--- src/pmc_pkg.sv ---
package pmc_pkg;

  // Command register space
  localparam int unsigned NUM_CMD = 22;
  localparam logic [7:0] SUB_FIRST = 8'h01;
  localparam logic [7:0] SUB_LAST = 8'h16;
  localparam logic [7:0] CMD_RESET = 8'h00;

  // Fixed bus addresses, write has bit 0 clear, read has it set
  localparam logic [7:0] ADDR_WR_BASE = 8'h78;
  localparam logic [7:0] ADDR_RD_BASE = 8'h79;
  localparam logic [7:0] ADDR_WR_DDR = 8'h7a;
  localparam logic [7:0] ADDR_RD_DDR = 8'h7b;

  // Documented register offsets
  localparam logic [7:0] OFS_SWITCHER_ONE_CONTROL = 8'h01;
  localparam logic [7:0] OFS_SWITCHER_TWO_CONTROL = 8'h02;
  localparam logic [7:0] OFS_SWITCHER_THREE_CONTROL = 8'h03;
  localparam logic [7:0] OFS_SWITCHER_FOUR_CONTROL = 8'h04;
  localparam logic [7:0] OFS_LINEAR_REG_PAIR_CONTROL = 8'h05;
  localparam logic [7:0] OFS_LINEAR_REG_FOUR_CONTROL = 8'h06;
  localparam logic [7:0] OFS_POWERDOWN_ORDER_FIRST = 8'h07;

  // Switcher control fields
  localparam int unsigned SW_EN_BIT = 7;
  localparam int unsigned SW_MODE_LSB = 5;
  localparam int unsigned SW_STARTUP_BIT = 4;
  localparam int unsigned SW_PHASE_BIT = 3;
  localparam int unsigned SW_RATE_BIT = 2;
  localparam int unsigned SW_ALIVE_BIT = 1;
  localparam int unsigned SW_EDGE_BIT = 0;
  localparam logic [7:0] SW_MASK = 8'hff;

  // Linear regulator fields
  localparam int unsigned LIN3_EN_BIT = 5;
  localparam int unsigned LIN2_EN_BIT = 2;
  localparam int unsigned LIN4_EN_BIT = 2;
  localparam int unsigned LIN4_VSEL_LSB = 3;
  localparam logic [7:0] LIN_PAIR_MASK = 8'h3f;
  localparam logic [7:0] LIN_FOUR_MASK_BASE = 8'h07;
  localparam logic [7:0] LIN_FOUR_MASK_DDR = 8'h1f;

  // Power-down order: four 2-bit delay fields, 100 ms per step
  localparam int unsigned PD_FIELD_W = 2;
  localparam int unsigned PD_STEP_MS = 100;
  localparam logic [7:0] PD_MASK = 8'hff;
  localparam logic [7:0] GEN_MASK = 8'hff;

  localparam logic [3:0] BITS_PER_BYTE = 4'h8;

  // Idle bus level held in the sync stages while in reset
  localparam logic BUS_IDLE = 1'b1;

  typedef enum logic [2:0] {
    ST_IDLE,
    ST_ADDR,
    ST_ACK,
    ST_WR_BYTE,
    ST_RD_BYTE,
    ST_RD_ACK
  } pmc_phase_e;

  typedef struct packed {
    logic scl;
    logic sda;
    logic [6:0] en_pin;
  } pmc_pins_s;

  typedef struct packed {
    pmc_pins_s sync1;
    pmc_pins_s sync2;
    logic scl_prev;
    logic sda_prev;
    pmc_phase_e phase;
    logic [3:0] bit_cnt;
    logic [7:0] shift;
    logic [7:0] ptr;
    logic expect_sub;
    logic rd_mode;
    logic pending;
    logic [NUM_CMD-1:0][7:0] staged;
    logic [NUM_CMD-1:0][7:0] applied;
    logic sda_oe;
    logic sda_out;
    logic [6:0] rail_en;
  } pmc_state_s;

endpackage

--- src/pmc_i2c_command_port.sv ---
`timescale 1ns/1ns
`default_nettype none

// Overview of operation
// - Address bit 0 selects direction: 0 write, 1 read.
// - Answer only the fixed address pair of the selected variant.
// - Twenty-two writable command registers, selected by sub-address.
// - Sub-address byte is a pointer; following data lands there.
// - Any number of sub-address/data pairs after one write address.
// - Written values reach the controls only at STOP.
// - Repeated START keeps writes; next STOP applies them all.
// - Read: write address, sub-address, new START, read address.
// - After read address ack, drive eight data bits; master acks ninth.
// - Keep last sub-address so reads can repeat without resending it.
// - Bare read returns the register at the last sub-address sent.
// - Switcher bit 7 enables, else pin; bits 6:5 select mode.
// - Switcher bit 4 selects start-up only below 300mV.
// - Switcher bit 3 selects clock phase, bit 2 switching rate.
// - Switcher bit 1 keeps alive in shutdown, bit 0 edge rate.
// - Pair register: LDO3 controls in bits 5:3, LDO2 in 2:0.
// - LDO4 controls in bits 2:0; DDR variant adds voltage bits 4:3.
// - Power-down register: four 2-bit delay fields, 100 ms steps.
// - Bytes are eight bits, MSB first, then one ack clock.
// - Ack write address and all write bytes; ack only read address.
// - Missing master ack after read data changes nothing.
module pmc_i2c_command_port
  import pmc_pkg::*;
#(
  parameter bit DDR_VARIANT = 1'b0
) (
  // Clock and reset
  input wire logic clk_sys,
  input wire logic resetn,
  // Serial bus, open drain data
  input wire logic scl_in,
  input wire logic sda_in,
  output logic sda_out,
  output logic sda_oe,
  // Rail enable pins
  input wire logic switcher_one_enable_pin,
  input wire logic switcher_two_enable_pin,
  input wire logic switcher_three_enable_pin,
  input wire logic switcher_four_enable_pin,
  input wire logic linear_two_enable_pin,
  input wire logic linear_three_enable_pin,
  input wire logic linear_four_enable_pin,
  // Applied command registers and resulting rail enables
  output logic [NUM_CMD-1:0][7:0] cmd_applied,
  output logic [6:0] rail_enable
);

  localparam logic [7:0] ADDR_WR = DDR_VARIANT ? ADDR_WR_DDR : ADDR_WR_BASE;
  localparam logic [7:0] ADDR_RD = DDR_VARIANT ? ADDR_RD_DDR : ADDR_RD_BASE;

  pmc_state_s st_reg;
  pmc_state_s st_next;

  logic scl_rise;
  logic scl_fall;
  logic start_det;
  logic stop_det;
  logic ptr_hit;
  logic [4:0] ptr_idx;
  logic [7:0] rd_byte;

  // Writable bits per sub-address; reserved bits are cleared on entry
  function automatic logic [7:0] wr_mask(input logic [7:0] sub);
    logic [7:0] m;
    m = GEN_MASK;
    if (sub == OFS_SWITCHER_ONE_CONTROL || sub == OFS_SWITCHER_TWO_CONTROL ||
        sub == OFS_SWITCHER_THREE_CONTROL ||
        sub == OFS_SWITCHER_FOUR_CONTROL) begin
      m = SW_MASK;
    end else if (sub == OFS_LINEAR_REG_PAIR_CONTROL) begin
      m = LIN_PAIR_MASK;
    end else if (sub == OFS_LINEAR_REG_FOUR_CONTROL) begin
      m = DDR_VARIANT ? LIN_FOUR_MASK_DDR : LIN_FOUR_MASK_BASE;
    end else if (sub == OFS_POWERDOWN_ORDER_FIRST) begin
      m = PD_MASK;
    end
    return m;
  endfunction

  // Edges come from the second sync stage only
  assign scl_rise = st_reg.sync2.scl && !st_reg.scl_prev;
  assign scl_fall = !st_reg.sync2.scl && st_reg.scl_prev;
  assign start_det = st_reg.sync2.scl && st_reg.scl_prev &&
                     !st_reg.sync2.sda && st_reg.sda_prev;
  assign stop_det = st_reg.sync2.scl && st_reg.scl_prev &&
                    st_reg.sync2.sda && !st_reg.sda_prev;
  assign ptr_hit = (st_reg.ptr >= SUB_FIRST) && (st_reg.ptr <= SUB_LAST);
  assign ptr_idx = 5'(st_reg.ptr - SUB_FIRST);
  // Unmapped pointer reads as zero
  assign rd_byte = ptr_hit ? st_reg.staged[ptr_idx] : CMD_RESET;

  always_comb begin
    st_next = st_reg;
    st_next.sync1 = {scl_in, sda_in, linear_four_enable_pin,
                     linear_three_enable_pin, linear_two_enable_pin,
                     switcher_four_enable_pin, switcher_three_enable_pin,
                     switcher_two_enable_pin, switcher_one_enable_pin};
    st_next.sync2 = st_reg.sync1;
    st_next.scl_prev = st_reg.sync2.scl;
    st_next.sda_prev = st_reg.sync2.sda;
    st_next.sda_out = 1'b0;

    if (stop_det) begin
      // Apply everything staged since the last STOP, across repeated STARTs
      if (st_reg.pending) begin
        st_next.applied = st_reg.staged;
      end
      st_next.pending = 1'b0;
      st_next.phase = ST_IDLE;
      st_next.sda_oe = 1'b0;
    end else if (start_det) begin
      // Staged values and pointer survive a repeated START
      st_next.phase = ST_ADDR;
      st_next.bit_cnt = 4'h0;
      st_next.sda_oe = 1'b0;
    end else begin
      case (st_reg.phase)
        ST_ADDR, ST_WR_BYTE: begin
          if (scl_rise) begin
            st_next.shift = {st_reg.shift[6:0], st_reg.sync2.sda};
            st_next.bit_cnt = st_reg.bit_cnt + 4'h1;
          end else if (scl_fall && st_reg.bit_cnt == BITS_PER_BYTE) begin
            st_next.bit_cnt = 4'h0;
            if (st_reg.phase == ST_ADDR) begin
              if (st_reg.shift == ADDR_WR) begin
                st_next.rd_mode = 1'b0;
                st_next.expect_sub = 1'b1;
                st_next.sda_oe = 1'b1;
                st_next.phase = ST_ACK;
              end else if (st_reg.shift == ADDR_RD) begin
                st_next.rd_mode = 1'b1;
                st_next.sda_oe = 1'b1;
                st_next.phase = ST_ACK;
              end else begin
                st_next.phase = ST_IDLE;
              end
            end else begin
              if (st_reg.expect_sub) begin
                // Pointer also serves later bare reads
                st_next.ptr = st_reg.shift;
              end else if (ptr_hit) begin
                st_next.staged[ptr_idx] =
                  st_reg.shift & wr_mask(st_reg.ptr);
                st_next.pending = 1'b1;
              end
              st_next.expect_sub = !st_reg.expect_sub;
              st_next.sda_oe = 1'b1;
              st_next.phase = ST_ACK;
            end
          end
        end
        ST_ACK: begin
          if (scl_fall) begin
            if (st_reg.rd_mode) begin
              // First data bit goes out as the ack clock ends
              st_next.shift = rd_byte;
              st_next.sda_oe = !rd_byte[7];
              st_next.bit_cnt = 4'h1;
              st_next.phase = ST_RD_BYTE;
            end else begin
              st_next.sda_oe = 1'b0;
              st_next.phase = ST_WR_BYTE;
            end
          end
        end
        ST_RD_BYTE: begin
          if (scl_fall) begin
            if (st_reg.bit_cnt == BITS_PER_BYTE) begin
              st_next.sda_oe = 1'b0;
              st_next.phase = ST_RD_ACK;
            end else begin
              st_next.sda_oe = !st_reg.shift[6];
              st_next.shift = {st_reg.shift[6:0], 1'b0};
              st_next.bit_cnt = st_reg.bit_cnt + 4'h1;
            end
          end
        end
        ST_RD_ACK: begin
          // Master ack or nack alike: wait quietly for START or STOP
          if (scl_rise) begin
            st_next.phase = ST_IDLE;
          end
        end
        default: begin
          st_next.phase = ST_IDLE;
        end
      endcase
    end

    // Register bit set forces the rail on, clear bit defers to the pin except for LDO4 on the DDR variant
    for (int i = 0; i < 4; i++) begin
      st_next.rail_en[i] = st_reg.applied[i][SW_EN_BIT] ||
                           st_reg.sync2.en_pin[i];
    end
    st_next.rail_en[4] =
      st_reg.applied[OFS_LINEAR_REG_PAIR_CONTROL - SUB_FIRST][LIN2_EN_BIT] ||
      st_reg.sync2.en_pin[4];
    st_next.rail_en[5] =
      st_reg.applied[OFS_LINEAR_REG_PAIR_CONTROL - SUB_FIRST][LIN3_EN_BIT] ||
      st_reg.sync2.en_pin[5];
    // The DDR variant enables LDO4 from the register only
    st_next.rail_en[6] =
      st_reg.applied[OFS_LINEAR_REG_FOUR_CONTROL - SUB_FIRST][LIN4_EN_BIT] ||
      (!DDR_VARIANT && st_reg.sync2.en_pin[6]);
  end

  always_ff @(posedge clk_sys or negedge resetn) begin
    if (!resetn) begin
      st_reg <= '0;
      // Idle levels, so leaving reset shows no false SCL or SDA edge
      st_reg.sync1.scl <= BUS_IDLE;
      st_reg.sync1.sda <= BUS_IDLE;
      st_reg.sync2.scl <= BUS_IDLE;
      st_reg.sync2.sda <= BUS_IDLE;
      st_reg.scl_prev <= BUS_IDLE;
      st_reg.sda_prev <= BUS_IDLE;
    end else begin
      st_reg <= st_next;
    end
  end

  assign sda_out = st_reg.sda_out;
  assign sda_oe = st_reg.sda_oe;
  assign cmd_applied = st_reg.applied;
  assign rail_enable = st_reg.rail_en;
endmodule

`default_nettype wire

--- config.mk ---
export PLATFORM = sky130hd
export DESIGN_NAME = pmc_i2c_command_port
export DESIGN_NICKNAME = d
export VERILOG_FILES = /design/src/pmc_pkg.sv /design/src/pmc_i2c_command_port.sv
export SDC_FILE = /design/constraint.sdc
export NUM_CORES = 1
export LEC_CHECK = 0
export BUFFER_PORTS_ARGS = -buffer_cell sky130_fd_sc_hd__buf_4
export CAP_MARGIN = 5
export CORE_UTILIZATION = 64
export DETAILED_ROUTE_END_ITERATION = 8
export PLACE_DENSITY = 0.83
export SYNTH_ARGS = -nofsm -noshare
export SYNTH_HDL_FRONTEND = slang
export SYNTH_SLANG_ARGS = --single-unit
--- constraint.sdc ---
create_clock -name clk_sys -period 9.7 [get_ports clk_sys]
set_input_delay 0.485 -clock clk_sys [delete_from_list [all_inputs] [get_ports clk_sys]]
set_output_delay 0.485 -clock clk_sys [all_outputs]
set_load 0.005 [all_outputs]
==> results.cfg, run 1 <==
[run_status]
status = finished with violations
violations = DRC

[yosys]
ys_ff_latch = 406
synth_cell_type_count = 68
ys_warn_count = 0
synth-edff-count = 0
seq_area_frac_synth_pct = 54.6
synth_fp_nets = 1364
syn_inst = 1347
syn-mean-instance-area_um2 = 13.8
async_reset_ff_share_pct = 100
synth_ff_type = dfrtp_1
syn_area_mm2 = 0.0186

[critical_path]
end_kind = register
rrSetupSlack_ns = 5.61
max_stage_delay_ns = 0.76
arrival_ns = 4.50
worstPathMaxFanout = 48
startpoint = st_reg[364]
r2r-start = st_reg[364]
cp-start-kind = register
cpMaxStageDelayCell = o311ai_0
cp_data_required_time_ns = 10.11
path_cells = buf_4 -> inv_1 -> ha_1 -> nor2_1 -> a21oi_1 -> o311ai_0 -> nand2_1 -> nor2_2 -> mux2_2
crit_type = reg2reg
r2r_cells = 9

[place]
detailed_place_hpwl_um = 27400
pre_cts_slack_ns = 5.67
portBuffers = 194
gp_congestion = 0.942

[layout]
post-route-util_pct = 70.9
diodes = 0
layout.nets = 1367
final_common_cell = dfrtp_1
final_cell_mix = dfrtp_1, mux2_2, buf_4
area_growth_pct = 9.20
drive_gt1_share_pct = 50.8
fillers = 1895

[power]
share_clk_of_total_power_pct = 42.7
seqPwrFrac_pct = 50.0
p_int_uw = 2740
switchingPower_uw = 917
cellLeakagePower_uw = 0.0103
ir_drop_mv = 0.126
comb_power_share_pct = 7.3
p_sw_share_pct = 25.1
powerDensity_mw_per_mm2 = 180
power.total_uw = 3660

[clock_network]
clkSinkCount = 406
cts_resized = 0
insertion_delay_ns = 0.54
clk_transition_reported_paths_ns = 0.06
cts_root_buffer = clkbuf_16
clockBufferDepth = 3
cts_made_buffers = 41
cts_tree = done
htreeDepth = 2

[floorplan]
fp.dieArea_mm2 = 0.0298
num_rows = 62
die_x_um = 173
ios = 196
core_area_mm2 = 0.0287
dieHeight_um = 173
initial_core_util_pct = 64.9

[timing]
final-max-slew-violation-count = 0
fin_worst_skew_ns = 0.0284
fmax_ghz = 0.245
hold_viol_final = 0
relSlewSlack_pct = 20.6
rsz0062_at_grt = false
tns_ns = 0
fin_crit_sh_pct = 42.1
setup_ws_ns = 5.61
tightest_slew_ns = 1.19
setup_viol = 0
hold_ws_ns = 0.0485
finalCriticalPeriod_ns = 4.09

[run]
drv_cap = 0

[global_routing]
track_usage_pct = 28.0
grt_max_degree = 87
antenna_found_initial = 2
grt_pass1_vias = 11100
grt_pass1_wl_um = 64600
overflow = 0

[route]
wl_met2_um = 20000
m1WireLength_um = 17200
drcViolationCount = 1
drtIter0Drc = 882
first_pass_iters = 7
vias = 10600
ant_nets = 0
dr.max_layer_used = met4
viasPerCell = 6.02
wirelength_um = 40800
wl_per_cell_um = 23.1
dr_wl_met3_um = 2620

[worst_hold_path]
min_path_cells = 1
hp-class = in2reg
==> power by group through the flow <==
stage / clock network [uW] / logic (uW) / registers (uW)
after floorplan: 0 / 198 / 1780
after global placement: 0 / 259 / 1850
after detailed placement: 0 / 267 / 1850
after CTS: 1590 / 268 / 1820
after global routing: 1660 / 295 / 1830
final: 1560 / 268 / 1830
==> critical path: cells and delay by family, from the launching register on <==
kind	cells	cell delay (ns)
AO/OA/AOI/OAI	2	0.81
adder cells (fa/ha/maj)	1	0.48
flip-flops	1	0.34
AND/OR/NAND/NOR	3	1.01
multiplexers	1	0.40
buffers and inverters	2	0.91
==> per-stage QoR <==
| stage | area [um^2] | instances |
|---|---|---|
| 6_report | 20300 | 1764 |
| 5_1_grt | 20300 | 1764 |
| 4_1_cts | 20300 | 1764 |
| 3_5_place_dp | 19000 | 1690 |
| 3_3_place_gp | 19000 | 1690 |
| 2_1_floorplan | 18600 | 1347 |
==> cell type report <==
class                   instances  area [um^2]  area share (%)
clock inverters                 8          123           0.603
multi-input cells             686         6770            33.3
flip-flops and latches        406        10200            50.0
well taps                     384          480            2.36
repair buffers                205         1550            7.62
clock buffers                  65         1210            5.93
inverters                      10         37.5           0.185
==> how the worst min path moves through the flow <==
| stage | startpoint | endpoint | slack, ns |
|---|---|---|---|
| after floorplan | resetn | async pin | 0.19 |
| after global placement | st_next[390] | st_reg[390] | 0.34 |
| after detailed placement | st_next[395] | st_reg[395] | 0.34 |
| after CTS | linear_four_enable_pin | st_next[395] | 0.04 |
| after global routing | linear_three_enable_pin | st_next[394] | 0.03 |
| final | linear_four_enable_pin | st_next[395] | 0.05 |
==> per-layer routing <==
layer / GRT usage [%] / vias up
met5: 0 / -
met4: 8.33 / 0
met3: 4.40 / 66
met2: 45.4 / 398
met1: 39.5 / 5559
li1: - / 4597
==> cell usage after synthesis (5+ instances only) <==
cell / count / share of area, %
a21oi_1: 16 / 0.43
and2_1: 5 / 0.17
buf_2: 11 / 0.30
buf_4: 190 / 7.7
clkbuf_1: 39 / 0.79
dfrtp_1: 400 / 54
dfstp_2: 6 / 0.85
ha_1: 6 / 0.40
inv_1: 10 / 0.20
mux2_2: 357 / 22
mux2i_1: 27 / 1.5
mux4_2: 35 / 4.2
nand2_1: 45 / 0.91
nand2b_1: 7 / 0.24
nand3_1: 17 / 0.46
nand3b_1: 6 / 0.24
nor2_1: 25 / 0.50
nor2_2: 13 / 0.44
nor3_1: 6 / 0.16
nor3_4: 6 / 0.52
o21ai_0: 30 / 0.81
o22ai_1: 7 / 0.24
or2_2: 7 / 0.24
==> cells by family (layout without fill, tap and decap cells) <==
kind of cell / Yosys count / in the layout / share of synthesized area (%)
buffers and inverters: 255 / 288 / 9.08
AO/OA/AOI/OAI: 79 / 79 / 2.66
XOR/XNOR: 9 / 9 / 0.564
other: 1 / 1 / 0.0201
adder cells (fa/ha/maj): 6 / 6 / 0.403
multiplexers: 420 / 420 / 27.3
AND/OR/NAND/NOR: 171 / 171 / 5.35
flip-flops: 406 / 406 / 54.6
==> repair_timing <==
| item | 4_1_cts | 5_1_grt |
|---|---|---|
| endpoints found under the setup margin | 0 | 0 |
| setup buffers | 0 | 0 |
| hold buffers | 1 | 0 |
| endpoints found under the hold margin | 82 | 0 |
No activity file was read; power rests on OpenSTA's default activity.
==> run 2: changes to the inputs <==
CORE_UTILIZATION = 59   (was 64)
PLACE_DENSITY = 0.77   (was 0.83)
clock period = 4.1 ns   (was 9.7 ns; I/O delays follow)
==> run 2 against run 1 <==
  * The flow still finishes with violations (DRC)
  * Register-to-register slack got worse by 4.9 ns
  * Sequential share of layout area fell by 0.81 points
  * Clock power rose by 140%
  * Clock-buffer cell count fell by 5
  * First-iteration DRC count fell by 10%
  * Maximum frequency rose by 22%
  * Non-clock buffer count rose by 25
  * Worst setup slack got worse by 4.9 ns
  * Core utilization fell by 3.8 points
  * Total power rose by 140%
  * Flip-flop and latch count did not move
  * Largest power group unchanged
==> results.cfg, run 2 (synthesis results as in run 1) <==
[run_status]
status = finished with violations
violations = DRC

[route]
ant_nets = 0
dr.max_layer_used = met5
dr_wl_met3_um = 2520
viasPerCell = 5.86
first_pass_iters = 9
wl_met2_um = 20000
m1WireLength_um = 17700
vias = 10600
wirelength_um = 41200
drtIter0Drc = 794
wl_per_cell_um = 22.8
drcViolationCount = 11

[layout]
area_growth_pct = 11.0
layout.nets = 1394
drive_gt1_share_pct = 51.4
finalInstanceArea_mm2 = 0.0207
final_common_cell = dfrtp_1
layoutNonFillerInstCount = 1804
final_cell_mix = dfrtp_1, mux2_2, buf_4
diodes = 0

[critical_path]
end_kind = register
crit_type = reg2reg
cp_data_required_time_ns = 4.51
arrival_ns = 3.75
r2r-start = st_reg[365]
startpoint = st_reg[365]
worstPathMaxFanout = 13
cp-start-kind = register

[power]
cellLeakagePower_uw = 0.0104
power.total_uw = 8810
powerDensity_mw_per_mm2 = 426
ir_drop_mv = 0.308

[worst_hold_path]
hold_start = linear_two_enable_pin
hp-class = in2reg

[clock_network]
cts_root_buffer = clkbuf_16
cts_made_buffers = 43
clockBufferDepth = 3
clkSinkCount = 406
htreeDepth = 2
insertion_delay_ns = 0.54
cts_tree = done
cts_resized = 0
clk_transition_reported_paths_ns = 0.06
holdBufCountCts = 10
post_cts_buffers = 0

[global_routing]
grt_pass1_vias = 11200
grt_max_degree = 102
antenna_found_initial = 3
grt_pass1_wl_um = 65700
track_usage_pct = 26.3
overflow = 0

[floorplan]
die_x_um = 180
initial_core_util_pct = 60.4
dieHeight_um = 180
fp.dieArea_mm2 = 0.0323
num_rows = 64
core_area_mm2 = 0.0308
ios = 196

[run]
drv_cap = 0

[timing]
hold_ws_ns = 0.317
final-max-slew-violation-count = 0
tns_ns = 0
rsz0062_at_grt = false
hold_viol_final = 0
fin_worst_skew_ns = 0.0236
relSlewSlack_pct = 25.2
fmax_ghz = 0.300
setup_viol = 0
fin_crit_sh_pct = 81.4
finalCriticalPeriod_ns = 3.34
tightest_slew_ns = 1.12

[place]
detailed_place_hpwl_um = 28000
dp.cells = 1718
dpl_cell_area_mm2 = 0.0192
portBuffers = 194
gp_congestion = 0.926
## run 2: changes by cell type in the layout (fill, tap and decap cells not counted), sizes merged
cell         change
clkinv           +6
clkbuf           -5
clkinvlp         +4
dlygate4sd3      +9
inv              -2
buf             +16
## run 2: final timing paths
kind                                          to  slack [ns]  cells after the start
worst max register to register          register        0.76                      8
max in group asynchronous            st_reg[394]        2.73                      3
worst min-delay path                st_next[393]        0.32                      2
worst max-delay path                    register        0.76                      8
worst min register to register       st_reg[390]        0.34                      0
min in group asynchronous       cmd_applied[123]        0.33                      2
## run 2: where the power goes
group | leakage, uW | internal [uW] | switching [uW] | total, uW
clock network | 0.000674 | 2270 | 1540 | 3810
registers | 0.00557 | 4090 | 183 | 4270
logic | 0.00420 | 225 | 509 | 734
total | 0.0104 | 6580 | 2230 | 8810
## run 2: per-stage QoR
stage	utilization [%]	setup WS, ns
5_1_grt	67.1	0.411
3_3_place_gp	62.2	0.857
6_report	67.1	0.762
3_5_place_dp	62.2	0.756
2_1_floorplan	-	0.736
4_1_cts	67.1	0.735
## run 2: critical path, cell delays in order, from the launching register on
cell,delay (ns)
dfrtp_1,0.45
inv_1,0.12
ha_1,0.59
nor2b_1,0.26
a21oi_1,0.09
o311ai_0,0.60
nand2_1,0.25
nor2_2,0.45
mux2_2,0.40
## run 2: layer usage
metal  track usage (%)  vias to the layer above
li1                  -                     4643
met1              36.6                     5489
met2              42.9                      367
met3              4.72                       75
met4              7.03                        6
met5                 0                        -
## run 2: cell type report
| cell class | instances | area, um^2 |
|---|---|---|
| Clock buffer | 60 | 1220 |
| Clock inverter | 16 | 165 |
| Fill cell | 2163 | 10200 |
| Inverter | 10 | 37.5 |
| Multi-Input combinational cell | 686 | 6770 |
| Sequential cell | 406 | 10200 |
| Tap cell | 396 | 495 |
| Timing Repair Buffer | 230 | 1810 |
